==> src/inc/drq_regs.vh <==
// register map and field positions of the decimation and requantizer
// control register; included by the control block.
// assumes an 8-bit register address space on the serial control port.
`ifndef DRQ_REGS_VH
`define DRQ_REGS_VH

// register address and reset value
`define DRQ_ADDR_CTRL 8'h7A
`define DRQ_CTRL_RESET 8'h00

// field positions inside the control register
`define DRQ_BIT_FACTORY_HIGH 7
`define DRQ_BIT_FILTER_A_FIRST 6
`define DRQ_BIT_FRAC_DELAY 5
`define DRQ_BIT_FACTORY_LOW 4
`define DRQ_BIT_CHAN_B_FIRST 3
`define DRQ_BIT_CHAN_B_SECOND 2
`define DRQ_BIT_CHAN_A_FIRST 1
`define DRQ_BIT_CHAN_A_SECOND 0

// channel mode encodings
`define DRQ_MODE_SINGLE 2'h0
`define DRQ_MODE_DUAL 2'h1

`endif

==> src/core/drq_ctrl.v <==
// decimation / requantizer control register and its decode into the
// post-processing chain of a high-speed converter.
// assumes the serial control port delivers decoded 8-bit register writes
// and reads synchronous to core_clk_i, and that the neighbouring
// registers (filter-A upper code, requantizer settings, reset toggle,
// dual-channel enable) arrive as plain inputs.
//
// Summary of operation
// - register settings act only in single- or dual-channel mode.
// - bit 6 high switches in first 2x decimation stage in single mode.
// - bit 6 is the lowest bit of the filter-A stage code.
// - dual mode uses the channel-B filter setting only for channel B.
// - any edge of the shared reset toggle clears both requantizers.
// - a change of a requantizer filter setting clears its state.
// - dual-channel post-processing runs only while its enable is 1.
`timescale 1ns/1ps
`default_nettype none
`include "drq_regs.vh"

module drq_ctrl #(
  parameter CODE_W = 9,
  parameter SET_W = 7
) (
  input wire core_clk_i,
  input wire rst_i,
  input wire [7:0] reg_addr_i,
  input wire [7:0] reg_wdata_i,
  input wire reg_wr_i,
  input wire reg_rd_i,
  input wire [1:0] chan_mode_i,
  input wire [CODE_W-2:0] filter_a_stage_code_upper_i,
  input wire [SET_W-1:0] chan_a_requant_filter_setting_i,
  input wire [SET_W-1:0] chan_b_requant_filter_setting_i,
  input wire requant_state_reset_toggle_i,
  input wire dual_channel_postproc_enable_i,
  output reg [7:0] reg_rdata_o,
  output reg reg_rvalid_o,
  output reg [CODE_W-1:0] filter_a_code_o,
  output reg [3:0] filter_a_stages_o,
  output reg filter_a_code_bad_o,
  output reg filter_a_first_stage_enable_o,
  output reg fractional_delay_enable_o,
  output reg [1:0] chan_a_requant_enable_o,
  output reg [1:0] chan_b_requant_enable_o,
  output reg [SET_W-1:0] chan_a_filter_o,
  output reg [SET_W-1:0] chan_b_filter_o,
  output reg dual_postproc_active_o,
  output reg chan_a_requant_clear_o,
  output reg chan_b_requant_clear_o
);

  // ----------------------------------------------------------------
  // decode helpers
  // ----------------------------------------------------------------

  // number of set bits of a stage code
  function [3:0] ones_count;
    input [CODE_W-1:0] code;
    integer i;
    begin
      ones_count = 4'h0;
      for (i = 0; i < CODE_W; i = i + 1)
        ones_count = ones_count + {3'h0, code[i]};
    end
  endfunction

  // a thermometer code has all its ones packed at the bottom
  function thermo_ok;
    input [CODE_W-1:0] code;
    begin
      thermo_ok = ((code & (code + {{(CODE_W-1){1'b0}}, 1'b1})) ==
                   {CODE_W{1'b0}});
    end
  endfunction

  // ----------------------------------------------------------------
  // control register
  // ----------------------------------------------------------------

  reg [7:0] ctrl_q;
  reg [7:0] ctrl_d;
  wire hit;

  assign hit = (reg_addr_i == `DRQ_ADDR_CTRL);

  // all eight bits are plain read/write; factory bits simply hold
  // whatever software leaves in them, which should be the reset value
  always @*
  begin
    ctrl_d = ctrl_q;
    if (reg_wr_i && hit)
      ctrl_d = reg_wdata_i;
  end

  always @(posedge core_clk_i)
  begin
    if (rst_i)
      ctrl_q <= `DRQ_CTRL_RESET;
    else
      ctrl_q <= ctrl_d;
  end

  // read port: the register on a hit, zero elsewhere
  always @(posedge core_clk_i)
  begin
    if (rst_i)
    begin
      reg_rdata_o <= 8'h00;
      reg_rvalid_o <= 1'b0;
    end
    else
    begin
      reg_rvalid_o <= reg_rd_i;
      reg_rdata_o <= (reg_rd_i && hit) ? ctrl_q : 8'h00;
    end
  end

  // ----------------------------------------------------------------
  // mode qualification and stage code
  // ----------------------------------------------------------------

  wire mode_single;
  wire mode_dual;
  wire mode_ok;
  wire dual_run;
  wire [CODE_W-1:0] code_full;

  assign mode_single = (chan_mode_i == `DRQ_MODE_SINGLE);
  assign mode_dual = (chan_mode_i == `DRQ_MODE_DUAL);
  assign mode_ok = mode_single | mode_dual;
  // dual-mode post-processing only behind its enable
  assign dual_run = mode_dual & dual_channel_postproc_enable_i;
  // low bit of the stage code comes from this register
  assign code_full = {filter_a_stage_code_upper_i,
                      ctrl_q[`DRQ_BIT_FILTER_A_FIRST]};

  // ----------------------------------------------------------------
  // requantizer state clear on toggle or setting change
  // ----------------------------------------------------------------

  reg toggle_prev_q;
  reg [SET_W-1:0] set_a_prev_q;
  reg [SET_W-1:0] set_b_prev_q;
  wire toggle_edge;
  wire set_a_change;
  wire set_b_change;

  assign toggle_edge = toggle_prev_q ^ requant_state_reset_toggle_i;
  assign set_a_change = (set_a_prev_q != chan_a_requant_filter_setting_i);
  assign set_b_change = (set_b_prev_q != chan_b_requant_filter_setting_i);

  // previous values, cleared to the neighbours' reset values
  always @(posedge core_clk_i)
  begin
    if (rst_i)
    begin
      toggle_prev_q <= 1'b0;
      set_a_prev_q <= {SET_W{1'b0}};
      set_b_prev_q <= {SET_W{1'b0}};
    end
    else
    begin
      toggle_prev_q <= requant_state_reset_toggle_i;
      set_a_prev_q <= chan_a_requant_filter_setting_i;
      set_b_prev_q <= chan_b_requant_filter_setting_i;
    end
  end

  // ----------------------------------------------------------------
  // registered outputs to the processing chain
  // ----------------------------------------------------------------

  always @(posedge core_clk_i)
  begin
    if (rst_i)
    begin
      filter_a_code_o <= {CODE_W{1'b0}};
      filter_a_stages_o <= 4'h0;
      filter_a_code_bad_o <= 1'b0;
      filter_a_first_stage_enable_o <= 1'b0;
      fractional_delay_enable_o <= 1'b0;
      chan_a_requant_enable_o <= 2'h0;
      chan_b_requant_enable_o <= 2'h0;
      chan_a_filter_o <= {SET_W{1'b0}};
      chan_b_filter_o <= {SET_W{1'b0}};
      dual_postproc_active_o <= 1'b0;
      chan_a_requant_clear_o <= 1'b0;
      chan_b_requant_clear_o <= 1'b0;
    end
    else
    begin
      // stage code and its thermometer decode
      filter_a_code_o <= mode_ok ? code_full : {CODE_W{1'b0}};
      filter_a_stages_o <= (mode_ok && thermo_ok(code_full)) ?
                           ones_count(code_full) : 4'h0;
      filter_a_code_bad_o <= mode_ok & ~thermo_ok(code_full);
      // first 2x stage only in single mode, bypassed otherwise
      filter_a_first_stage_enable_o <= mode_single &
        ctrl_q[`DRQ_BIT_FILTER_A_FIRST];
      fractional_delay_enable_o <= mode_ok &
        ctrl_q[`DRQ_BIT_FRAC_DELAY];
      chan_a_requant_enable_o <= mode_ok ?
        {ctrl_q[`DRQ_BIT_CHAN_A_FIRST],
         ctrl_q[`DRQ_BIT_CHAN_A_SECOND]} : 2'h0;
      // channel B exists only while dual processing runs
      chan_b_requant_enable_o <= dual_run ?
        {ctrl_q[`DRQ_BIT_CHAN_B_FIRST],
         ctrl_q[`DRQ_BIT_CHAN_B_SECOND]} : 2'h0;
      chan_a_filter_o <= mode_ok ?
        chan_a_requant_filter_setting_i : {SET_W{1'b0}};
      chan_b_filter_o <= dual_run ?
        chan_b_requant_filter_setting_i : {SET_W{1'b0}};
      dual_postproc_active_o <= dual_run;
      // one-cycle clears of requantizer state
      chan_a_requant_clear_o <= toggle_edge | set_a_change;
      chan_b_requant_clear_o <= toggle_edge | set_b_change;
    end
  end

endmodule

`default_nettype wire

==> config.mk <==
export PLATFORM = sky130hd
export DESIGN_NAME = drq_ctrl
export DESIGN_NICKNAME = d
export VERILOG_FILES = /design/src/core/drq_ctrl.v
export VERILOG_INCLUDE_DIRS = /design/src /design/src/inc
export SDC_FILE = /design/constraint.sdc
export NUM_CORES = 1
export LEC_CHECK = 0
export BUFFER_PORTS_ARGS = -buffer_cell sky130_fd_sc_hd__buf_4
export CORE_ASPECT_RATIO = 1.4
export CORE_MARGIN = 4
export CORE_UTILIZATION = 47
export CTS_CLUSTER_SIZE = 28
export DETAILED_ROUTE_END_ITERATION = 8
export GPL_TIMING_DRIVEN = 0
export PLACE_DENSITY = 0.77
export SYNTH_ARGS = -nofsm -noshare
export SYNTH_HDL_FRONTEND = slang
export SYNTH_SLANG_ARGS = --single-unit
==> constraint.sdc <==
create_clock -name core_clk_i -period 4.65 [get_ports core_clk_i]
set_clock_uncertainty 0.15 [all_clocks]
set_input_delay 1.1625 -clock core_clk_i [delete_from_list [all_inputs] [get_ports core_clk_i]]
set_output_delay 1.1625 -clock core_clk_i [all_outputs]
set_load 0.01 [all_outputs]
# After elaboration in Yosys (flattened, before gate mapping)
# Cells that the tools add are included.
# classes
reduce_logical,9
n_eq_ne,4
add_sub_neg,9
bitwise,14
# ops
cell,count
$add A4 B1 Y4,5
$ne A7 B7 Y1,2
$add A9 B1 Y9 const B,1
$and A9 B9 Y9,1
$logic_not A9 Y1,1
$eq A8 B7 Y1 const B,1
$reduce_or A2 Y1,4
$not A1 Y1,5
$add A3 B1 Y4,1
$and A1 B1 Y1,4
$add A2 B1 Y3,1
$logic_and A1 B1 Y1,3
$or A1 B1 Y1,3
$add A1 B1 Y2,1
$eq A2 B1 Y1 const B,1
$logic_not A2 Y1,1
$xor A1 B1 Y1,1
# totals
ff_bits,69
output_inout_bits,46

# Logic depth before layout (Yosys ltp)
# Gate-level depths: netlist of run 1.
# logic_depth
ltp_word,8
mapped_depth,9
ltp_nobuf,9

# Worst setup path after synthesis of run 1
# Ideal clock, no wire load.
# synth_path
path_kind,input to register
startpoint,input port filter_a_stage_code_upper_i[0]
endpoint,register filter_a_stages_o[1]
path_buffers,0
arrival_time_ns,3.689
setup_time_ns,0.092
required_time_ns,4.408
cell_stages,7
slack_ns,0.719
path_cell_list,fa_1 > inv_1 > fa_1 > fa_1 > fa_1 > fa_1 > nor4_1
# synth_between
elab_chain_cells,8
word_cells_on_any_way,14
classes_between,add/sub: 9; bitwise: 2; reduce/logical: 3
# synth_rtl
element,line,rtl
"start, declared",drq_ctrl.v:31,"input wire [CODE_W-2:0] filter_a_stage_code_upper_i,"
$add A1 B1 Y2,drq_ctrl.v:63,"ones_count = ones_count + {3'h0, code[i]};"
$add A2 B1 Y3,drq_ctrl.v:63,
$add A3 B1 Y4,drq_ctrl.v:63,
$add A4 B1 Y4 (5 in series),drq_ctrl.v:63,
"end signal, assigned",drq_ctrl.v:194,filter_a_stages_o <= (mode_ok && thermo_ok(code_full)) ?
"end, declared",drq_ctrl.v:39,"output reg [3:0] filter_a_stages_o,"
# Several ways; a longest one is shown, not always the timed one.
# A chain may end at the register's enable or synchronous reset.

# Worst setup path after layout of run 1
# Ends and elaborated chain as after synthesis.

==> impl_metrics.env, run 1 <==
export IMPL_antenna_cells=0
export IMPL_drc=0
export IMPL_grt_max_degree=12
export IMPL_cts_buffer_depth=2
export IMPL_path_clk_slew_ns=0.07
export IMPL_synth_top_family_by_area="simple AND/OR/NAND/NOR gates"
export IMPL_critical_path_required_ns=4.73
export IMPL_syn_nets=262
export IMPL_worst_r2r_setup_slack_ns=1.78
export IMPL_p_leak_uw=0.00163
export IMPL_yosys_warnings=0
export IMPL_holdPathEnd="reg_rdata_o[7]"
export IMPL_vias_per_cell=4.49
export IMPL_die_width_um=67.9
export IMPL_hold_class="reg2reg"
export IMPL_avgRoutedWirePerCell_um=12.9
export IMPL_synthesis_area_um2=2360
export IMPL_avgSynthCellArea_um2=11.4
export IMPL_placementRows=30
export IMPL_hold_depth=1
export IMPL_r2r_end="filter_a_stages_o[1]"
export IMPL_synth_seq_area_share=0.584
export IMPL_insertion_delay_ns=0.33
export IMPL_num_vias=1693
export IMPL_htree_levels=3
export IMPL_post_route_min_period_ns=3.86
export IMPL_hold_buffers=0
export IMPL_max_cap_viol_count=0
export IMPL_min_delay_start="ctrl_q[7]"
export IMPL_setup_violations=0
export IMPL_met1Wirelength_mm=1.72
export IMPL_yosys_area_share_simple=0.212
export IMPL_die_area_um2=6240
export IMPL_synthAdderAreaFrac=0.0582
export IMPL_initial_core_util=0.488
export IMPL_cts_num_sinks=69
export IMPL_cts_resized_gates=0
export IMPL_final_period_utilization=0.830
export IMPL_antenna_left=0
export IMPL_ff2ff_path_depth=6
export IMPL_place_congestion=0.800
export IMPL_hpwl_mm=3.72
export IMPL_top_layer_used="met4"
export IMPL_root_buffer="clkbuf_8"
export IMPL_reg2reg_from="ctrl_q[6]"
export IMPL_hold_viol=0
export IMPL_core_um2=4840
export IMPL_drive_gt1_frac=0.358
export IMPL_slew_headroom=0.680
export IMPL_power_uw=1250
export IMPL_first_iter_violations=51
export IMPL_endpoint_kind="register"
export IMPL_syn2layout_area_growth_pct=41.0
export IMPL_worstMarginPinSlew_ns=0.480
export IMPL_firstDrtPassIters=4
export IMPL_io_buffers=90
export IMPL_grt_ovfl_total=0
export IMPL_antenna_found_initial=0
export IMPL_grt_pass1_wl_mm=7.82
export IMPL_fin_tns_setup_ns=0
export IMPL_ys_ff_latch=69
export IMPL_synthXorXnorAreaFrac=0.0593
export IMPL_postCtsSetupBuffers=0
export IMPL_rsz0062_at_grt="false"
export IMPL_final_nets=363
export IMPL_synth_compound_area_frac=0.0191
export IMPL_synth_cell_type_count=26
export IMPL_drv_slew=0
export IMPL_clock_fmax_mhz=259
export IMPL_status="complete, no violations"
export IMPL_first_global_vias=1723
export IMPL_wl_mm=4.87
export IMPL_wl_met3_um=385
export IMPL_die_y_um=91.9
export IMPL_power_density_nw_per_um2=374
export IMPL_grt_usage=0.172
export IMPL_synthMuxAreaShare=0.0339
export IMPL_startpoint_type="input pin"
export IMPL_crit_type="in2reg"
export IMPL_syn_instance_count=208
export IMPL_cp_arrival_ns=3.94
export IMPL_ios=92
export IMPL_cts_tree="built"
export IMPL_holdWs_ns=0.308
export IMPL_crit_path_max_fanout=5
export IMPL_dr_wl_met2_mm=2.69
export IMPL_peakVddDrop_mv=0.227
export IMPL_cts_buffers=9
## power by group
part	internal, uW	switching (uW)	leakage [uW]
clock	313	201	0.000105
sequential	606	4.99	0.000564
combinational	66.0	55.1	0.000964
total	985	262	0.00163
## layout make-up
type,instances,area (um2)
multi-input cells,123,903
flip-flops and latches,69,1380
inverters,10,37.5
fillers,387,1510
well taps,64,80.1
clock inverters,4,72.6
clock buffers,11,141
plain buffers,6,41.3
repair buffers,90,676
## worst max-delay path by stage
stage	startpoint	to	slack [ns]	cells after the start
3_3_place_gp	filter_a_stage_code_upper_i[0]	filter_a_stages_o[1]	0.48	8
4_1_cts	filter_a_stage_code_upper_i[0]	filter_a_stages_o[1]	0.79	8
6_report	filter_a_stage_code_upper_i[0]	filter_a_stages_o[1]	0.79	8
5_1_grt	filter_a_stage_code_upper_i[0]	filter_a_stages_o[2]	0.69	9
2_1_floorplan	filter_a_stage_code_upper_i[0]	filter_a_stages_o[1]	0.72	7
3_5_place_dp	filter_a_stage_code_upper_i[0]	filter_a_stages_o[1]	0.42	8
## sequential cells by signal, indices dropped and copies added (netlist names), 2 cells and up
| signal | cells |
|---|---|
| chan_a_filter_o | 7 |
| chan_a_requant_enable_o | 2 |
| chan_b_filter_o | 7 |
| chan_b_requant_enable_o | 2 |
| ctrl_q | 8 |
| filter_a_code_o | 9 |
| filter_a_stages_o | 4 |
| reg_rdata_o | 8 |
| set_a_prev_q | 7 |
| set_b_prev_q | 7 |
## Yosys cell counts
| cell | n | area, um2 |
|---|---|---|
| dfxtp_1 | 69 | 1380 |
| and2_1 | 30 | 188 |
| nor2_1 | 16 | 60.1 |
| xor2_1 | 16 | 140 |
| nor2b_1 | 12 | 75.1 |
| inv_1 | 10 | 37.5 |
| mux2i_1 | 8 | 80.1 |
| nor4_1 | 7 | 43.8 |
| and2b_1 | 5 | 37.5 |
| fa_1 | 5 | 100 |
| nand2_1 | 4 | 15.0 |
| a21oi_1 | 3 | 15.0 |
| clkbuf_1 | 3 | 11.3 |
| ha_1 | 3 | 37.5 |
| o21ai_0 | 3 | 15.0 |
| and3_1 | 2 | 12.5 |
| buf_6 | 2 | 22.5 |
| nand3_2 | 2 | 20.0 |
| a22oi_1 | 1 | 7.51 |
| and4b_1 | 1 | 10.0 |
| and4bb_2 | 1 | 12.5 |
| buf_4 | 1 | 7.51 |
| nor3_1 | 1 | 5.00 |
| nor4_2 | 1 | 12.5 |
| o21a_1 | 1 | 7.51 |
| or2_4 | 1 | 8.76 |
## cell families after synthesis
group                      Yosys count
DFF                                 69
adders and majority gates            8
AOI/OAI and AO/OA                    8
xor gates and xnor gates            16
buffers and inverters               16
muxes                                8
and+or+nand+nor                     83
## stage by stage
step | worst slack, ns | cell area, um2 | cells | utilization
detailed placement | 0.416 | 3120 | 362 | 0.644
CTS | 0.790 | 3330 | 377 | 0.688
floorplan | 0.719 | 2360 | 208 | -
finish | 0.791 | 3330 | 377 | 0.688
global route | 0.688 | 3330 | 377 | 0.688
global placement | 0.485 | 3120 | 362 | 0.644
## metal layers
metal,global-route usage,vias to the layer above
met5,0,-
li1,-,860
met4,0.0746,0
met1,0.171,775
met2,0.304,52
met3,0.0650,6
## worst max-delay path, stage by stage
cell,delay (ns)
buf_4,0.13
fa_1,0.54
inv_1,0.05
fa_1,0.50
fa_1,0.43
fa_1,0.42
fa_1,0.45
nor4_1,0.26
## cell usage in the layout, fill, tap and decap left out, types with 3 or more instances in the layout
| cell type | count |
|---|---|
| a21oi_1 | 3 |
| and2_1 | 30 |
| and2b_1 | 5 |
| buf_4 | 91 |
| clkbuf_1 | 4 |
| clkbuf_8 | 10 |
| dfxtp_1 | 69 |
| fa_1 | 5 |
| ha_1 | 3 |
| inv_1 | 10 |
| mux2i_1 | 8 |
| nand2_1 | 4 |
| nor2_1 | 16 |
| nor2b_1 | 12 |
| nor4_1 | 7 |
| o21ai_0 | 3 |
| xor2_1 | 16 |
Power figures use the tool's default switching activity.
==> run 2, diff against run 1 <==
--- a/config.mk
+++ b/config.mk
@@ -9,11 +9,11 @@
 export BUFFER_PORTS_ARGS = -buffer_cell sky130_fd_sc_hd__buf_4
 export CORE_ASPECT_RATIO = 1.4
 export CORE_MARGIN = 4
-export CORE_UTILIZATION = 47
+export CORE_UTILIZATION = 43
 export CTS_CLUSTER_SIZE = 28
 export DETAILED_ROUTE_END_ITERATION = 8
 export GPL_TIMING_DRIVEN = 0
-export PLACE_DENSITY = 0.77
+export PLACE_DENSITY = 0.75
 export SYNTH_ARGS = -nofsm -noshare
 export SYNTH_HDL_FRONTEND = slang
 export SYNTH_SLANG_ARGS = --single-unit
==> constraint.sdc (replaced) <==
create_clock -name core_clk_i -period 3.5 [get_ports core_clk_i]
set_clock_uncertainty 0.15 [all_clocks]
set_input_delay 0.875 -clock core_clk_i [delete_from_list [all_inputs] [get_ports core_clk_i]]
set_output_delay 0.875 -clock core_clk_i [all_outputs]
set_load 0.01 [all_outputs]
==> run 2 against run 1 <==
Highest routed layer unchanged. First-iteration DRC count grew 92%. Largest cell class unchanged. Combinational power grew 44%. Die area grew 8.3%. Worst setup slack lost 0.77 ns. Clock power grew 53%. Largest power group unchanged.
==> impl_metrics.env, run 2 (synthesis results as in run 1) <==
export IMPL_status="complete, no violations"
export IMPL_crit_buf_inv=2
export IMPL_critical_path_max_stage_delay_ns=0.53
export IMPL_grt_max_degree=13
export IMPL_antenna_left=0
export IMPL_drive_gt1_frac=0.377
export IMPL_rsz0062_at_grt="true"
export IMPL_cts_buffers=9
export IMPL_crit_path_start="filter_a_stage_code_upper_i[0]"
export IMPL_stdcell_count=382
export IMPL_cp_cell_sequence="buf_8, fa_1, inv_1, fa_1, fa_1, fa_2, fa_2, nor4_2"
export IMPL_core_um2=5240
export IMPL_path_clk_slew_ns=0.07
export IMPL_post_route_min_period_ns=3.47
export IMPL_hpwl_mm=3.85
export IMPL_final_common_cell="buf_4"
export IMPL_syn2layout_area_growth_pct=44.1
export IMPL_fin_tns_setup_ns=0
export IMPL_endpoint="filter_a_stages_o[1]"
export IMPL_hold_buffers=0
export IMPL_crit_cells=8
export IMPL_antenna_cells=0
export IMPL_antenna_found_initial=0
export IMPL_final_period_utilization=0.993
export IMPL_largest_registers="filter_a_code_o: 9 flops, ctrl_q: 8 flops, reg_rdata_o: 8 flops"
export IMPL_cts_buffer_depth=2
export IMPL_crit_type="in2reg"
export IMPL_max_cap_viol_count=0
export IMPL_drv_slew=0
export IMPL_critical_path_required_ns=3.60
export IMPL_final_cell_mix="buf_4, dfxtp_1, and2_1"
export IMPL_hold_viol=0
export IMPL_grt_ovfl_total=0
export IMPL_cts_num_sinks=69
export IMPL_cpMostUsedCell="fa_1"
export IMPL_worstMarginPinSlew_ns=0.501
export IMPL_setup_violations=0
export IMPL_num_vias=1748
export IMPL_grt_pass1_wl_mm=8.27
export IMPL_endpoint_kind="register"
export IMPL_avgRoutedWirePerCell_um=13.7
export IMPL_hold_class="reg2reg"
export IMPL_p_leak_uw=0.00167
export IMPL_crit_family="adder cells"
export IMPL_power_density_nw_per_um2=521
export IMPL_insertion_delay_ns=0.34
export IMPL_die_y_um=95.7
export IMPL_reg2reg_from="ctrl_q[6]"
export IMPL_io_buffers=90
export IMPL_crit_slowest_cell="fa_1"
export IMPL_r2r_end="filter_a_stages_o[1]"
export IMPL_slew_headroom=0.666
export IMPL_first_iter_violations=98
export IMPL_startpoint_type="input pin"
export IMPL_ff2ff_path_depth=6
export IMPL_drc=0
export IMPL_wl_mm=5.23
export IMPL_crit_path_max_fanout=3
export IMPL_die_width_um=70.7
export IMPL_htree_levels=3
export IMPL_grt_usage=0.162
export IMPL_power_uw=1770
export IMPL_ios=92
export IMPL_root_buffer="clkbuf_8"
export IMPL_first_global_vias=1796
export IMPL_top_register="filter_a_code_o"
export IMPL_place_congestion=0.752
export IMPL_die_area_um2=6760
export IMPL_utilization=0.650
export IMPL_placedCellCount=364
export IMPL_worst_r2r_setup_slack_ns=0.66
export IMPL_placementRows=31
export IMPL_clock_fmax_mhz=288
export IMPL_final_nets=365
export IMPL_vias_per_cell=4.58
export IMPL_largest_reg_flops=9
export IMPL_initial_core_util=0.451
export IMPL_cts_tree="built"
export IMPL_cp_arrival_ns=3.57
export IMPL_peakVddDrop_mv=0.314
export IMPL_firstDrtPassIters=4
[run 2: layout make-up]
cell class / count / area, um2
Tap cell: 66 / 82.6
Multi-Input combinational cell: 123 / 915
Clock inverter: 6 / 109
Sequential cell: 69 / 1380
Inverter: 10 / 37.5
Buffer: 6 / 41.3
Timing Repair Buffer: 92 / 702
Clock buffer: 10 / 138
Fill cell: 468 / 1830
[run 2: worst register-to-register path, cell delays in order (launching register included)]
cell and delay (ns):
dfxtp_1 0.41, inv_1 0.14, fa_1 0.56, fa_1 0.44, fa_2 0.37, fa_2 0.43
nor4_2 0.26
[run 2: how the worst min path moves through the flow]
stage | cells past startpoint | startpoint | endpoint
2_1_floorplan | 1 | ctrl_q[4] | reg_rdata_o[4]
3_3_place_gp | 1 | ctrl_q[4] | reg_rdata_o[4]
3_5_place_dp | 1 | ctrl_q[7] | reg_rdata_o[7]
4_1_cts | 1 | ctrl_q[7] | reg_rdata_o[7]
5_1_grt | 1 | ctrl_q[4] | reg_rdata_o[4]
6_report | 1 | ctrl_q[7] | reg_rdata_o[7]
[run 2: what timing repair did]
| action | 4_1_cts | 5_1_grt |
|---|---|---|
| resized for setup | 0 | 4 |
| endpoints found under the setup margin | 0 | 2 |
| setup buffers | 0 | 2 |
[run 2: stage by stage]
step	area, um2	setup slack, ns	hold slack [ns]
2_1_floorplan	2370	-0.0762	0.280
3_3_place_gp	3130	-0.286	0.289
3_5_place_dp	3130	-0.354	0.295
4_1_cts	3370	0.0203	0.313
5_1_grt	3410	-0.0416	0.333
6_report	3410	0.0255	0.308
[run 2: routing by layer]
layer / vias up / GRT usage / share of wire
li1: 868 / - / -
met1: 803 / 0.165 / 0.36
met2: 67 / 0.296 / 0.54
met3: 10 / 0.0481 / 0.076
met4: 0 / 0.0893 / 0.023
met5: - / 0 / 0
[run 2: where the power goes]
group	internal, uW	switching (uW)	total (uW)
combinational	95.7	78.4	174
sequential	805	6.80	812
clock	493	294	787
total	1390	379	1770
